==> config.mk <==
export PLATFORM = sky130hd
export DESIGN_NAME = cvj_regs
export DESIGN_NICKNAME = d
export VERILOG_FILES = /design/src/cvj_pkg.sv /design/src/cvj_regs.sv
export SDC_FILE = /design/constraint.sdc
export NUM_CORES = 2
export LEC_CHECK = 0
export BUFFER_PORTS_ARGS = -buffer_cell sky130_fd_sc_hd__buf_2
export CAP_MARGIN = 20
export CORE_MARGIN = 8
export CORE_UTILIZATION = 50
export DETAILED_ROUTE_END_ITERATION = 16
export MAX_ROUTING_LAYER = met4
export PLACE_DENSITY_LB_ADDON = 0.05
export SLEW_MARGIN = 10
export SYNTH_ARGS = -nofsm -noshare
export SYNTH_HDL_FRONTEND = slang
export SYNTH_SLANG_ARGS = --single-unit
==> constraint.sdc <==
create_clock -name CLK_SYS_I -period 10.9 [get_ports CLK_SYS_I]
set_input_delay 1.09 -clock CLK_SYS_I [delete_from_list [all_inputs] [get_ports CLK_SYS_I]]
set_output_delay 1.09 -clock CLK_SYS_I [all_outputs]
set_load 0.01 [all_outputs]
==> src/cvj_pkg.sv <==
package cvj_pkg;
    // ---------------------------------------------------------------
    // register indices (byte address is four times the index)
    // ---------------------------------------------------------------
    localparam logic [5:0] IDX_LDAC = 6'h0B;
    localparam logic [5:0] IDX_RDAC = 6'h0C;
    localparam logic [5:0] IDX_JACK = 6'h0D;
    localparam logic [5:0] IDX_ADCC = 6'h0E;
    localparam logic [5:0] IDX_LADC = 6'h0F;
    localparam logic [5:0] IDX_RADC = 6'h10;
    localparam logic [5:0] IDX_JCFG = 6'h20;
    // ---------------------------------------------------------------
    // reset values
    // ---------------------------------------------------------------
    localparam logic [8:0] RST_VOL  = 9'h0FF;
    localparam logic [8:0] RST_JACK = 9'h000;
    localparam logic [8:0] RST_ADCC = 9'h100;
    localparam logic [8:0] RST_JCFG = 9'h000;
    // ---------------------------------------------------------------
    // field positions
    // ---------------------------------------------------------------
    localparam int VU_BIT     = 8;
    localparam int HPF_EN_BIT = 8;
    localparam int HPF_MD_BIT = 7;
    localparam int HPF_SEL_LO = 4;
    localparam int OSR_BIT    = 3;
    localparam int RINV_BIT   = 1;
    localparam int LINV_BIT   = 0;
    localparam int JCK_HI_LO  = 4;
    localparam int JCK_LO_LO  = 0;
    localparam int JDET_EN    = 0;
    // ---------------------------------------------------------------
    // filter shifts and bus answers
    // ---------------------------------------------------------------
    localparam logic [4:0] K_DC       = 5'h0B;
    localparam logic [4:0] K_APP_BASE = 5'h0A;
    localparam logic [1:0] RESP_OKAY  = 2'h0;
    localparam logic [1:0] RESP_SLV   = 2'h2;
    localparam int         SMP_W      = 24;

    typedef struct packed {
        logic [7:0] left;
        logic [7:0] right;
    } cvj_gain_pair_s;

    typedef struct packed {
        logic aux1;
        logic aux2;
        logic spk;
        logic hp;
    } cvj_drv_s;

    typedef struct packed {
        logic             valid;
        logic [SMP_W-1:0] left;
        logic [SMP_W-1:0] right;
    } cvj_smp_s;
endpackage

==> src/cvj_regs.sv <==
// Added by the designer: register access over AXI4-Lite.
module cvj_regs
    import cvj_pkg::*;
#(
    parameter int ADDR_W = 8
) (
    input  wire logic              CLK_SYS_I,
    input  wire logic              RSTN_I,
    input  wire logic [ADDR_W-1:0] AWADDR_I,
    input  wire logic              AWVALID_I,
    output logic                   AWREADY_O,
    input  wire logic [31:0]       WDATA_I,
    input  wire logic [3:0]        WSTRB_I,
    input  wire logic              WVALID_I,
    output logic                   WREADY_O,
    output logic [1:0]             BRESP_O,
    output logic                   BVALID_O,
    input  wire logic              BREADY_I,
    input  wire logic [ADDR_W-1:0] ARADDR_I,
    input  wire logic              ARVALID_I,
    output logic                   ARREADY_O,
    output logic [31:0]            RDATA_O,
    output logic [1:0]             RRESP_O,
    output logic                   RVALID_O,
    input  wire logic              RREADY_I,
    input  wire logic              JACK_DET_I,
    input  wire cvj_smp_s          ADC_SMP_I,
    output cvj_smp_s               ADC_SMP_O,
    output cvj_gain_pair_s         DAC_GAIN_O,
    output cvj_gain_pair_s         ADC_GAIN_O,
    output logic [1:0]             DAC_MUTE_O,
    output logic [1:0]             ADC_MUTE_O,
    output cvj_drv_s               DRV_EN_O,
    output logic                   ADC_OSR128_O
);
    // ---------------------------------------------------------------
    // register view
    // ---------------------------------------------------------------
    cvj_gain_pair_s    stg_dac_r, stg_dac_nxt, act_dac_r, act_dac_nxt;
    cvj_gain_pair_s    stg_adc_r, stg_adc_nxt, act_adc_r, act_adc_nxt;
    logic [8:0]        jack_r, jack_nxt, adcc_r, adcc_nxt;
    logic [8:0]        jcfg_r, jcfg_nxt;

    function automatic logic [9:0] reg_view(input logic [5:0] idx);
        unique case (idx)
            IDX_LDAC: reg_view = {2'b10, stg_dac_r.left};
            IDX_RDAC: reg_view = {2'b10, stg_dac_r.right};
            IDX_JACK: reg_view = {1'b1, jack_r};
            IDX_ADCC: reg_view = {1'b1, adcc_r};
            IDX_LADC: reg_view = {2'b10, stg_adc_r.left};
            IDX_RADC: reg_view = {2'b10, stg_adc_r.right};
            IDX_JCFG: reg_view = {1'b1, jcfg_r};
            default:  reg_view = 10'h000;
        endcase
    endfunction

    // ---------------------------------------------------------------
    // bus slave
    // ---------------------------------------------------------------
    logic              aw_hold_r, aw_hold_nxt, w_hold_r, w_hold_nxt;
    logic              bvalid_r, bvalid_nxt, rvalid_r, rvalid_nxt;
    logic [1:0]        bresp_r, bresp_nxt, rresp_r, rresp_nxt;
    logic [5:0]        wr_idx_r, wr_idx_nxt, rd_idx_r, rd_idx_nxt;
    logic [31:0]       wdata_r, wdata_nxt, rdata_r, rdata_nxt;
    logic [3:0]        wstrb_r, wstrb_nxt;
    logic              wr_fire;
    logic [9:0]        wr_old, rd_view;
    logic [8:0]        wr_val;

    assign AWREADY_O = !aw_hold_r && !bvalid_r;
    assign WREADY_O  = !w_hold_r && !bvalid_r;
    assign ARREADY_O = !rvalid_r;
    assign BVALID_O  = bvalid_r;
    assign BRESP_O   = bresp_r;
    assign RVALID_O  = rvalid_r;
    assign RRESP_O   = rresp_r;
    assign RDATA_O   = rdata_r;
    // write acts once both address and data are held
    assign wr_fire   = aw_hold_r && w_hold_r;
    // function reads register state, so keep it in a process
    always_comb begin
        wr_old  = reg_view(wr_idx_r);
        rd_view = reg_view(ARADDR_I[7:2]);
    end
    // unstrobed lanes keep the old value; update bit then reads as 0
    assign wr_val    = {wstrb_r[1] ? wdata_r[8] : wr_old[8],
                        wstrb_r[0] ? wdata_r[7:0] : wr_old[7:0]};

    always_comb begin
        aw_hold_nxt = aw_hold_r;
        w_hold_nxt  = w_hold_r;
        wr_idx_nxt  = wr_idx_r;
        wdata_nxt   = wdata_r;
        wstrb_nxt   = wstrb_r;
        bvalid_nxt  = bvalid_r && !BREADY_I;
        bresp_nxt   = bresp_r;
        rvalid_nxt  = rvalid_r && !RREADY_I;
        rresp_nxt   = rresp_r;
        rdata_nxt   = rdata_r;
        rd_idx_nxt  = rd_idx_r;
        if (AWVALID_I && AWREADY_O) begin
            aw_hold_nxt = 1'b1;
            wr_idx_nxt  = AWADDR_I[7:2];
        end
        if (WVALID_I && WREADY_O) begin
            w_hold_nxt = 1'b1;
            wdata_nxt  = WDATA_I;
            wstrb_nxt  = WSTRB_I;
        end
        if (wr_fire) begin
            aw_hold_nxt = 1'b0;
            w_hold_nxt  = 1'b0;
            bvalid_nxt  = 1'b1;
            bresp_nxt   = wr_old[9] ? RESP_OKAY : RESP_SLV;
        end
        if (ARVALID_I && ARREADY_O) begin
            rvalid_nxt = 1'b1;
            rd_idx_nxt = ARADDR_I[7:2];
            rdata_nxt  = {23'h000000, rd_view[8:0]};
            rresp_nxt  = rd_view[9] ? RESP_OKAY : RESP_SLV;
        end
    end

    always_ff @(posedge CLK_SYS_I) begin
        if (!RSTN_I) begin
            aw_hold_r <= 1'b0;
            w_hold_r  <= 1'b0;
            bvalid_r  <= 1'b0;
            rvalid_r  <= 1'b0;
            bresp_r   <= RESP_OKAY;
            rresp_r   <= RESP_OKAY;
            wr_idx_r  <= 6'h00;
            rd_idx_r  <= 6'h00;
            wdata_r   <= 32'h00000000;
            rdata_r   <= 32'h00000000;
            wstrb_r   <= 4'h0;
        end else begin
            aw_hold_r <= aw_hold_nxt;
            w_hold_r  <= w_hold_nxt;
            bvalid_r  <= bvalid_nxt;
            rvalid_r  <= rvalid_nxt;
            bresp_r   <= bresp_nxt;
            rresp_r   <= rresp_nxt;
            wr_idx_r  <= wr_idx_nxt;
            rd_idx_r  <= rd_idx_nxt;
            wdata_r   <= wdata_nxt;
            rdata_r   <= rdata_nxt;
            wstrb_r   <= wstrb_nxt;
        end
    end

    // ---------------------------------------------------------------
    // control registers and paired volume staging
    // ---------------------------------------------------------------
    always_comb begin
        stg_dac_nxt = stg_dac_r;
        act_dac_nxt = act_dac_r;
        stg_adc_nxt = stg_adc_r;
        act_adc_nxt = act_adc_r;
        jack_nxt    = jack_r;
        adcc_nxt    = adcc_r;
        jcfg_nxt    = jcfg_r;
        if (wr_fire) begin
            case (wr_idx_r)
                IDX_LDAC: begin
                    stg_dac_nxt.left = wr_val[7:0];
                    if (wr_val[VU_BIT]) begin
                        act_dac_nxt.left  = wr_val[7:0];
                        act_dac_nxt.right = stg_dac_r.right;
                    end
                end
                IDX_RDAC: begin
                    stg_dac_nxt.right = wr_val[7:0];
                    if (wr_val[VU_BIT]) begin
                        act_dac_nxt.right = wr_val[7:0];
                        act_dac_nxt.left  = stg_dac_r.left;
                    end
                end
                IDX_JACK: jack_nxt = wr_val;
                IDX_ADCC: adcc_nxt = wr_val;
                IDX_LADC: begin
                    stg_adc_nxt.left = wr_val[7:0];
                    if (wr_val[VU_BIT]) begin
                        act_adc_nxt.left  = wr_val[7:0];
                        act_adc_nxt.right = stg_adc_r.right;
                    end
                end
                IDX_RADC: begin
                    stg_adc_nxt.right = wr_val[7:0];
                    if (wr_val[VU_BIT]) begin
                        act_adc_nxt.right = wr_val[7:0];
                        act_adc_nxt.left  = stg_adc_r.left;
                    end
                end
                IDX_JCFG: jcfg_nxt = wr_val;
                default:  jcfg_nxt = jcfg_r;
            endcase
        end
    end

    always_ff @(posedge CLK_SYS_I) begin
        if (!RSTN_I) begin
            stg_dac_r <= {RST_VOL[7:0], RST_VOL[7:0]};
            act_dac_r <= {RST_VOL[7:0], RST_VOL[7:0]};
            stg_adc_r <= {RST_VOL[7:0], RST_VOL[7:0]};
            act_adc_r <= {RST_VOL[7:0], RST_VOL[7:0]};
            jack_r    <= RST_JACK;
            adcc_r    <= RST_ADCC;
            jcfg_r    <= RST_JCFG;
        end else begin
            stg_dac_r <= stg_dac_nxt;
            act_dac_r <= act_dac_nxt;
            stg_adc_r <= stg_adc_nxt;
            act_adc_r <= act_adc_nxt;
            jack_r    <= jack_nxt;
            adcc_r    <= adcc_nxt;
            jcfg_r    <= jcfg_nxt;
        end
    end

    assign DAC_GAIN_O   = act_dac_r;
    assign ADC_GAIN_O   = act_adc_r;
    assign ADC_OSR128_O = adcc_r[OSR_BIT];

    // ---------------------------------------------------------------
    // mute decode and jack driven enables
    // ---------------------------------------------------------------
    logic [1:0]        dmute_r, dmute_nxt, amute_r, amute_nxt;
    logic              jd_s1_r, jd_s2_r;
    logic [3:0]        drv_r, drv_nxt;

    always_comb begin
        dmute_nxt = {act_dac_r.left == 8'h00, act_dac_r.right == 8'h00};
        amute_nxt = {act_adc_r.left == 8'h00, act_adc_r.right == 8'h00};
        drv_nxt   = 4'h0;
        if (jcfg_r[JDET_EN]) begin
            // pick enable nibble by jack level
            drv_nxt = jd_s2_r ? jack_r[JCK_HI_LO +: 4]
                              : jack_r[JCK_LO_LO +: 4];
        end
    end

    always_ff @(posedge CLK_SYS_I) begin
        if (!RSTN_I) begin
            dmute_r <= 2'h0;
            amute_r <= 2'h0;
            jd_s1_r <= 1'b0;
            jd_s2_r <= 1'b0;
            drv_r   <= 4'h0;
        end else begin
            dmute_r <= dmute_nxt;
            amute_r <= amute_nxt;
            jd_s1_r <= JACK_DET_I;
            jd_s2_r <= jd_s1_r;
            drv_r   <= drv_nxt;
        end
    end

    assign DAC_MUTE_O = dmute_r;
    assign ADC_MUTE_O = amute_r;
    assign DRV_EN_O   = drv_r;

    // ---------------------------------------------------------------
    // record path: polarity and high-pass
    // ---------------------------------------------------------------
    // leaky dc estimate per stage; mode 1 cascades two for 2nd order
    function automatic logic [SMP_W-1:0] sat(input logic [SMP_W:0] v);
        if (v[SMP_W] != v[SMP_W-1]) begin
            sat = {v[SMP_W], {(SMP_W-1){!v[SMP_W]}}};
        end else begin
            sat = v[SMP_W-1:0];
        end
    endfunction

    logic [4:0]        k_one, k_two;
    logic              smp_v_r;
    logic [SMP_W-1:0]  smp_out [2];

    // cutoff select only steers mode 1
    assign k_one = adcc_r[HPF_MD_BIT]
                 ? K_APP_BASE - {2'h0, adcc_r[HPF_SEL_LO +: 3]} : K_DC;
    assign k_two = k_one;

    for (genvar ch = 0; ch < 2; ch++) begin : g_ch
        logic signed [31:0]      dc1_r, dc1_nxt, dc2_r, dc2_nxt;
        logic        [SMP_W-1:0] y_r, y_nxt, x, xi, y1, y2;
        logic signed [32:0]      d1, d2;
        logic                    inv;

        assign x   = ch ? ADC_SMP_I.left : ADC_SMP_I.right;
        assign inv = ch ? adcc_r[LINV_BIT] : adcc_r[RINV_BIT];

        always_comb begin
            // sign inversion, saturating the most negative
            xi = inv ? sat(-{x[SMP_W-1], x}) : x;
            d1 = {xi[SMP_W-1], xi, 8'h00} - {dc1_r[31], dc1_r};
            y1 = sat({xi[SMP_W-1], xi} - {dc1_r[31], dc1_r[31:8]});
            d2 = {y1[SMP_W-1], y1, 8'h00} - {dc2_r[31], dc2_r};
            y2 = sat({y1[SMP_W-1], y1} - {dc2_r[31], dc2_r[31:8]});
            dc1_nxt = dc1_r;
            dc2_nxt = dc2_r;
            y_nxt   = y_r;
            if (ADC_SMP_I.valid) begin
                if (adcc_r[HPF_EN_BIT]) begin
                    // only the difference is scaled, signed
                    dc1_nxt = dc1_r + 32'(d1 >>> k_one);
                    if (adcc_r[HPF_MD_BIT]) begin
                        dc2_nxt = dc2_r + 32'(d2 >>> k_two);
                    end
                    y_nxt = adcc_r[HPF_MD_BIT] ? y2 : y1;
                end else begin
                    y_nxt = xi;
                end
            end
            if (!adcc_r[HPF_EN_BIT]) begin
                dc1_nxt = 32'sh0;
            end
            if (!adcc_r[HPF_EN_BIT] || !adcc_r[HPF_MD_BIT]) begin
                dc2_nxt = 32'sh0;
            end
        end

        always_ff @(posedge CLK_SYS_I) begin
            if (!RSTN_I) begin
                dc1_r <= 32'sh0;
                dc2_r <= 32'sh0;
                y_r   <= '0;
            end else begin
                dc1_r <= dc1_nxt;
                dc2_r <= dc2_nxt;
                y_r   <= y_nxt;
            end
        end
        assign smp_out[ch] = y_r;
    end

    always_ff @(posedge CLK_SYS_I) begin
        if (!RSTN_I) begin
            smp_v_r <= 1'b0;
        end else begin
            smp_v_r <= ADC_SMP_I.valid;
        end
    end

    assign ADC_SMP_O = {smp_v_r, smp_out[1], smp_out[0]};

    logic wr_rdac, wr_ldac, wr_ladc, wr_radc;
    assign wr_rdac = wr_fire && wr_idx_r == IDX_RDAC;
    assign wr_ldac = wr_fire && wr_idx_r == IDX_LDAC;
    assign wr_ladc = wr_fire && wr_idx_r == IDX_LADC;
    assign wr_radc = wr_fire && wr_idx_r == IDX_RADC;
endmodule // cvj_regs

Word level (Yosys, flattened, before mapping):

Index checks and enable logic that the tools add are counted.

* bits in registers: 312
* input port bits: 109
* output and inout bits: 131
* logic and storage cells: 148

* $add $sub $neg: 15
* eq/ne operators: 24
* shift operators: 4
* muxes and demuxes: 28
* bitwise logic cells: 1
* reduce and logical (&&, ||, !) cells: 43

Operators with widths (count)
* 2-to-1 mux 24 bit: 12
* one-hot mux 10 bit (7 select lines): 2
* >>> shifter 33 x 5 -> 32 bit: 4
* subtractor 32 x 32 -> 33 bit: 4
* adder 32 bit: 4
* subtractor 24 x 24 -> 25 bit: 4
* 2-to-1 mux 16 bit: 4
* one-hot mux 16 bit (2 select lines): 2
* == test 6 x 4 -> 1 bit, second input constant: 10
* negator 25 bit: 2
* zero test 8 bit: 4
* AND reduction 2 bit: 9
* zero test 1 bit: 14
* == test 6 x 5 -> 1 bit, second input constant: 2
* == test 6 bit, second input constant: 2
* logical AND 1 bit: 8
* 2-to-1 mux 8 bit: 1
* inequality test 2 bit, second input constant: 4
* AND reduction 4 bit: 2
* inequality test 1 bit: 6
* 2-to-1 mux 5 bit: 1
* subtractor 4 x 3 -> 5 bit, first input constant: 1
* 2-to-1 mux 2 bit: 2
* 2-to-1 mux 4 bit: 1
* other kinds (6): 10

Logic depth before layout (Yosys ltp):

* depth after elaboration: 12
* depth in mapped cells: 52
* depth with buffers taken out: 47

Worst setup path after synthesis:

No wires, ideal clock.

* path kind: input -> register
* start point: input port ADC_SMP_I[24] (netlist bit)
* end point: register g_ch[1].dc2_r[31]
* setup time: 0.070 ns
* data arrival time: 11.324 ns
* required time: 10.830 ns
* path slack: -0.495 ns
* cell stages on the path: 50
* path buffers: 6
* path through: or3_1 -> nor4_1 -> nand2_1 -> or3_1 -> nor3_1 -> nand2_1 -> xnor2_1 -> ha_1 -> clkbuf_1 -> clkbuf_1 -> nor2_1 -> o2bb2ai_1 -> a22o_1 -> ha_1 -> clkbuf_1 -> a21oi_1 -> o21ai_0 -> a21o_1 -> [... 14 more ...] -> nor4_1 -> nor2b_1 -> o21ai_0 -> and2_1 -> mux4_2 -> a22oi_1 -> o21ai_0 -> ha_1 -> a21o_1 -> a21o_1 -> a21oi_1 -> nor3_1 -> a2111oi_0 -> nor2_1 -> a211oi_1 -> xnor2_1 -> or3_1 -> a21oi_1

* word-level cells in the longest chain between the ends: 10
* elaborated cells on any way between the ends: 12
* classes of those cells: add/sub (4); eq/ne (2); shift (1); mux (3); reduce/logical (2)

Ends and longest elaborated chain
* start: declaration: line cvj_regs.sv:27 `input wire cvj_smp_s ADC_SMP_I,`
* negator 25 bit: line cvj_regs.sv:295 `xi = inv ? sat(-{x[SMP_W-1], x}) : x;`
* inequality test 1 bit or zero test 1 bit (tied branches): line cvj_regs.sv:268, cvj_regs.sv:269
* 2-to-1 mux 24 bit: line cvj_regs.sv:268 `if (v[SMP_W] != v[SMP_W-1]) begin`
* 2-to-1 mux 24 bit (*): line cvj_regs.sv:295
* subtractor 24 x 24 -> 25 bit (*): line cvj_regs.sv:297 `y1 = sat({xi[SMP_W-1], xi} - {dc1_r[31], dc1_r[31:8]});`
* inequality test 1 bit or zero test 1 bit (tied branches): line cvj_regs.sv:268, cvj_regs.sv:269
* 2-to-1 mux 24 bit (*): line cvj_regs.sv:268
* subtractor 32 x 32 -> 33 bit (*): line cvj_regs.sv:298 `d2 = {y1[SMP_W-1], y1, 8'h00} - {dc2_r[31], dc2_r};`
* >>> shifter 33 x 5 -> 32 bit (*): line cvj_regs.sv:308 `dc2_nxt = dc2_r + 32'(d2 >>> k_two);`
* adder 32 bit (*): line cvj_regs.sv:308
* end signal: assignment: line cvj_regs.sv:330 `dc2_r <= dc2_nxt;`
* end: declaration: line cvj_regs.sv:285 `logic signed [31:0] dc1_r, dc1_nxt, dc2_r, dc2_nxt;`

Every way passes the cells marked *; elsewhere a longest branch is shown, timed or not.
A chain may end at the register's enable or synchronous reset.

Worst setup path after layout:

Ends and elaborated chain as after synthesis.

==> flow_metrics.tcl <==
set metrics [dict create \
    drtIter0Drc 4574 \
    power_frac_seq 0.072 \
    dr.pass1.iters 8 \
    wire_per_inst_um 21.5 \
    synth_warnings 0 \
    place_congestion 1.03 \
    die_y_um 284 \
    muxShareOfSynthArea 0.0683 \
    drive_above_1_share 0.234 \
    cts_buffers 41 \
    cp_top_family "simple AND/OR/NAND/NOR gates" \
    cts_max_path_buffers 3 \
    io_pins 240 \
    seqCellArea_um2 6210 \
    fin_nets 6308 \
    routed_via_density 6.14 \
    p_int_mw 10.4 \
    crit_arrival_ps 11010 \
    rows 98 \
    critPathSlowestCell "mux4_2" \
    clk_latency_ps 610 \
    use_met1 0.482 \
    path_class "input port to flip-flop" \
    cts_tree "done" \
    clkSinkCount 310 \
    worst_setup_path_start_kind "input port" \
    ctsHtreeMaxLevel 2 \
    area_delta_synth_final_pct 26.7 \
    grt_overflow 0 \
    grtUsageMet3 0.0565 \
    synth_top_family_by_area "compound AO/OA/AOI/OAI gates" \
    grt_use_met2 0.530 \
    setup_violations 0 \
    ir_drop_mv 0.345 \
    period_needed_ps 10470 \
    synth-compound-area-share 0.324 \
    synth_area_um2 36000 \
    synth_xor_area_frac 0.0718 \
    worstPathRequired_ps 11440 \
    num_antenna_cells 0 \
    final.setup_skew_ps 40.7 \
    synth_simple_gate_area_frac 0.212 \
    ys.flop_type "dfxtp_1" \
    wl_um 149000 \
    crit_fanout 15 \
    grt_max_degree 85 \
    grt_pass1_vias 38900 \
    die_area_um2 80900 \
    pwr_density_cell_nw_per_um2 444 \
    synth_edf_count 0 \
    synth.avg_cell_area_um2 6.99 \
    crit_buf_inv 5 \
    ys_seq_elements 310 \
    clkPwrFrac 0.075 \
    outcome "complete, no violations" \
    fillers 6792 \
    multi_input_area_um2 28100 \
    initial_core_util 0.505 \
    synthAdderAreaFrac 0.0875 \
    leakage_nw 20.1 \
    syn_inst 5153 \
    antenna_found_initial 1 \
    grt_use_total 0.354 \
    worst_slew_pin_slew_ps 1100 \
    path_clk_slew_ps 60 \
    fmax_ghz 0.0955 \
    relSlewSlack 0.267 \
    min_path_type "flip-flop to flip-flop" \
    route.detailed.drc 0 \
    pwr-share-comb 0.854 \
    num_vias 42600 \
    dp_hpwl_um 116000 \
    synthArstFlopShare 0 \
    grt_pass1_wl_um 226000 \
    hold_viol 0 \
    maxSlewViolCount 0 \
    grt.busiest_layer "met2" \
    maxCapViolCount 0 \
    p_switching_mw 9.90 \
    endpoint_kind "flip-flop" \
    min_period_over_period 0.961 \
    seq_area_frac_synth 0.172 \
    utilization 0.639 \
    finalPower_mw 20.3 \
    die_x_um 284 \
    portBuffers 185 \
    antenna_left 0 \
    switching_share 0.488 \
    ys_types 103 \
    cts_root_buf "clkbuf_16" \
    core-area_um2 71400 \
    critPathMaxStageDelay_ps 500 \
]
==> layout by cell type (no fill, tap or decap), drive strengths merged, types with 55 or more instances in the layout <==
cell    netlist  layout
o21a         62      62
o211ai       88      88
inv         190     196
nand3        89      89
buf          96    1106
nor2        556     556
mux2i       186     186
ha          239     239
nand4        60      60
a21o         95      95
dfxtp       310     310
o21ai       414     414
xor2        115     115
nand2b       55      55
a221oi       61      61
a21oi       574     574
a211oi      116     116
xnor2       178     178
nand2       572     572
a31oi        67      67
nor3        103     103
==> final timing paths <==
kind         cells after the start  slack [ps]                end     startpoint
max                             46         430  g_ch[1].dc2_r[31]  ADC_SMP_I[24]
min                              1         440            jd_s2_r        jd_s1_r
max reg2reg                     43        1940  g_ch[0].dc2_r[29]      adcc_r[1]
min reg2reg                      1         440            jd_s2_r        jd_s1_r
==> power by group through the flow <==
stage	Combinational (mW)	Clock, mW	Sequential, mW
finish	17.3	1.52	1.45
global route	18.7	1.58	1.47
CTS	16.6	1.53	1.45
detailed placement	16.5	0	1.47
global placement	16.4	0	1.46
floorplan	9.40	0	1.43
==> metal layers <==
| layer | wire length (um) | vias up | share of wire |
|---|---|---|---|
| li1 | - | 20400 | - |
| met1 | 65400 | 19900 | 0.44 |
| met2 | 63800 | 1924 | 0.43 |
| met3 | 13600 | 318 | 0.092 |
| met4 | 6050 | 0 | 0.041 |
| met5 | 0 | - | 0 |
==> stage by stage <==
stage	cells	hold slack [ps]	cell area [um2]	setup WS (ps)	setup TNS (ps)
detailed placement	6842	424	43600	-712	-5730
finish	6933	440	45600	426	0
floorplan	5177	412	36100	35.6	0
CTS	6916	440	45100	1.64	0
global placement	6841	418	43600	-503	-3430
global route	6933	448	45600	-88.0	-518
==> kinds of logic after synthesis <==
| group | count (synthesis) |
|---|---|
| buffers and inverters | 568 |
| xor gates and xnor gates | 293 |
| AOI/OAI and AO/OA | 1835 |
| and+or+nand+nor | 1671 |
| adders and majority gates | 247 |
| DFF | 310 |
| other | 1 |
| muxes | 228 |
==> worst register-to-register path: cells and delay by family, from the launching register on <==
kind                     cells  cell delay, ps
flip-flops                   1             450
AO/OA/AOI/OAI               19            3270
buffers and inverters        9            1770
AND/OR/NAND/NOR              8            1540
XOR/XNOR                     2             440
adder cells (fa/ha/maj)      3             920
multiplexers                 2             480
==> area by class of cell <==
cell class / instances / share of cell area
Inverter: 193 / 0.0159
Tap cell: 950 / 0.0261
Timing Repair Buffer: 1107 / 0.173
Multi-Input combinational cell: 4299 / 0.617
Clock inverter: 23 / 0.00763
Clock buffer: 51 / 0.0249
Sequential cell: 310 / 0.136
==> cell usage after synthesis (all sizes together) (95+ instances only) <==
library cell	count	area, um2
a21oi	574	2880
nand2	572	2150
nor2	556	2110
o21ai	414	2090
dfxtp	310	6210
clkbuf	279	1050
ha	239	2990
inv	190	713
mux2i	186	1870
xnor2	178	1580
a211oi	116	871
xor2	115	1010
nor3	103	537
buf	96	512
a21o	95	713
==> what timing repair did <==
action / CTS / global route
buffers inserted: 0 / 14
endpoints found under the setup margin: 3 / 34
pin swaps: 0 / 25
hold buffers: 0 / 0
gates resized for setup: 3 / 111
==> state kept, by name (all words and copies together), names as in the netlist, 16 cells and up <==
register and count:
stg_adc_r 16, DAC_GAIN_O 16, ADC_GAIN_O 16, stg_dac_r 16, g_ch.dc1_r 64, g_ch.y_r 48
g_ch.dc2_r 64
No activity file was read; power rests on OpenSTA's default activity.
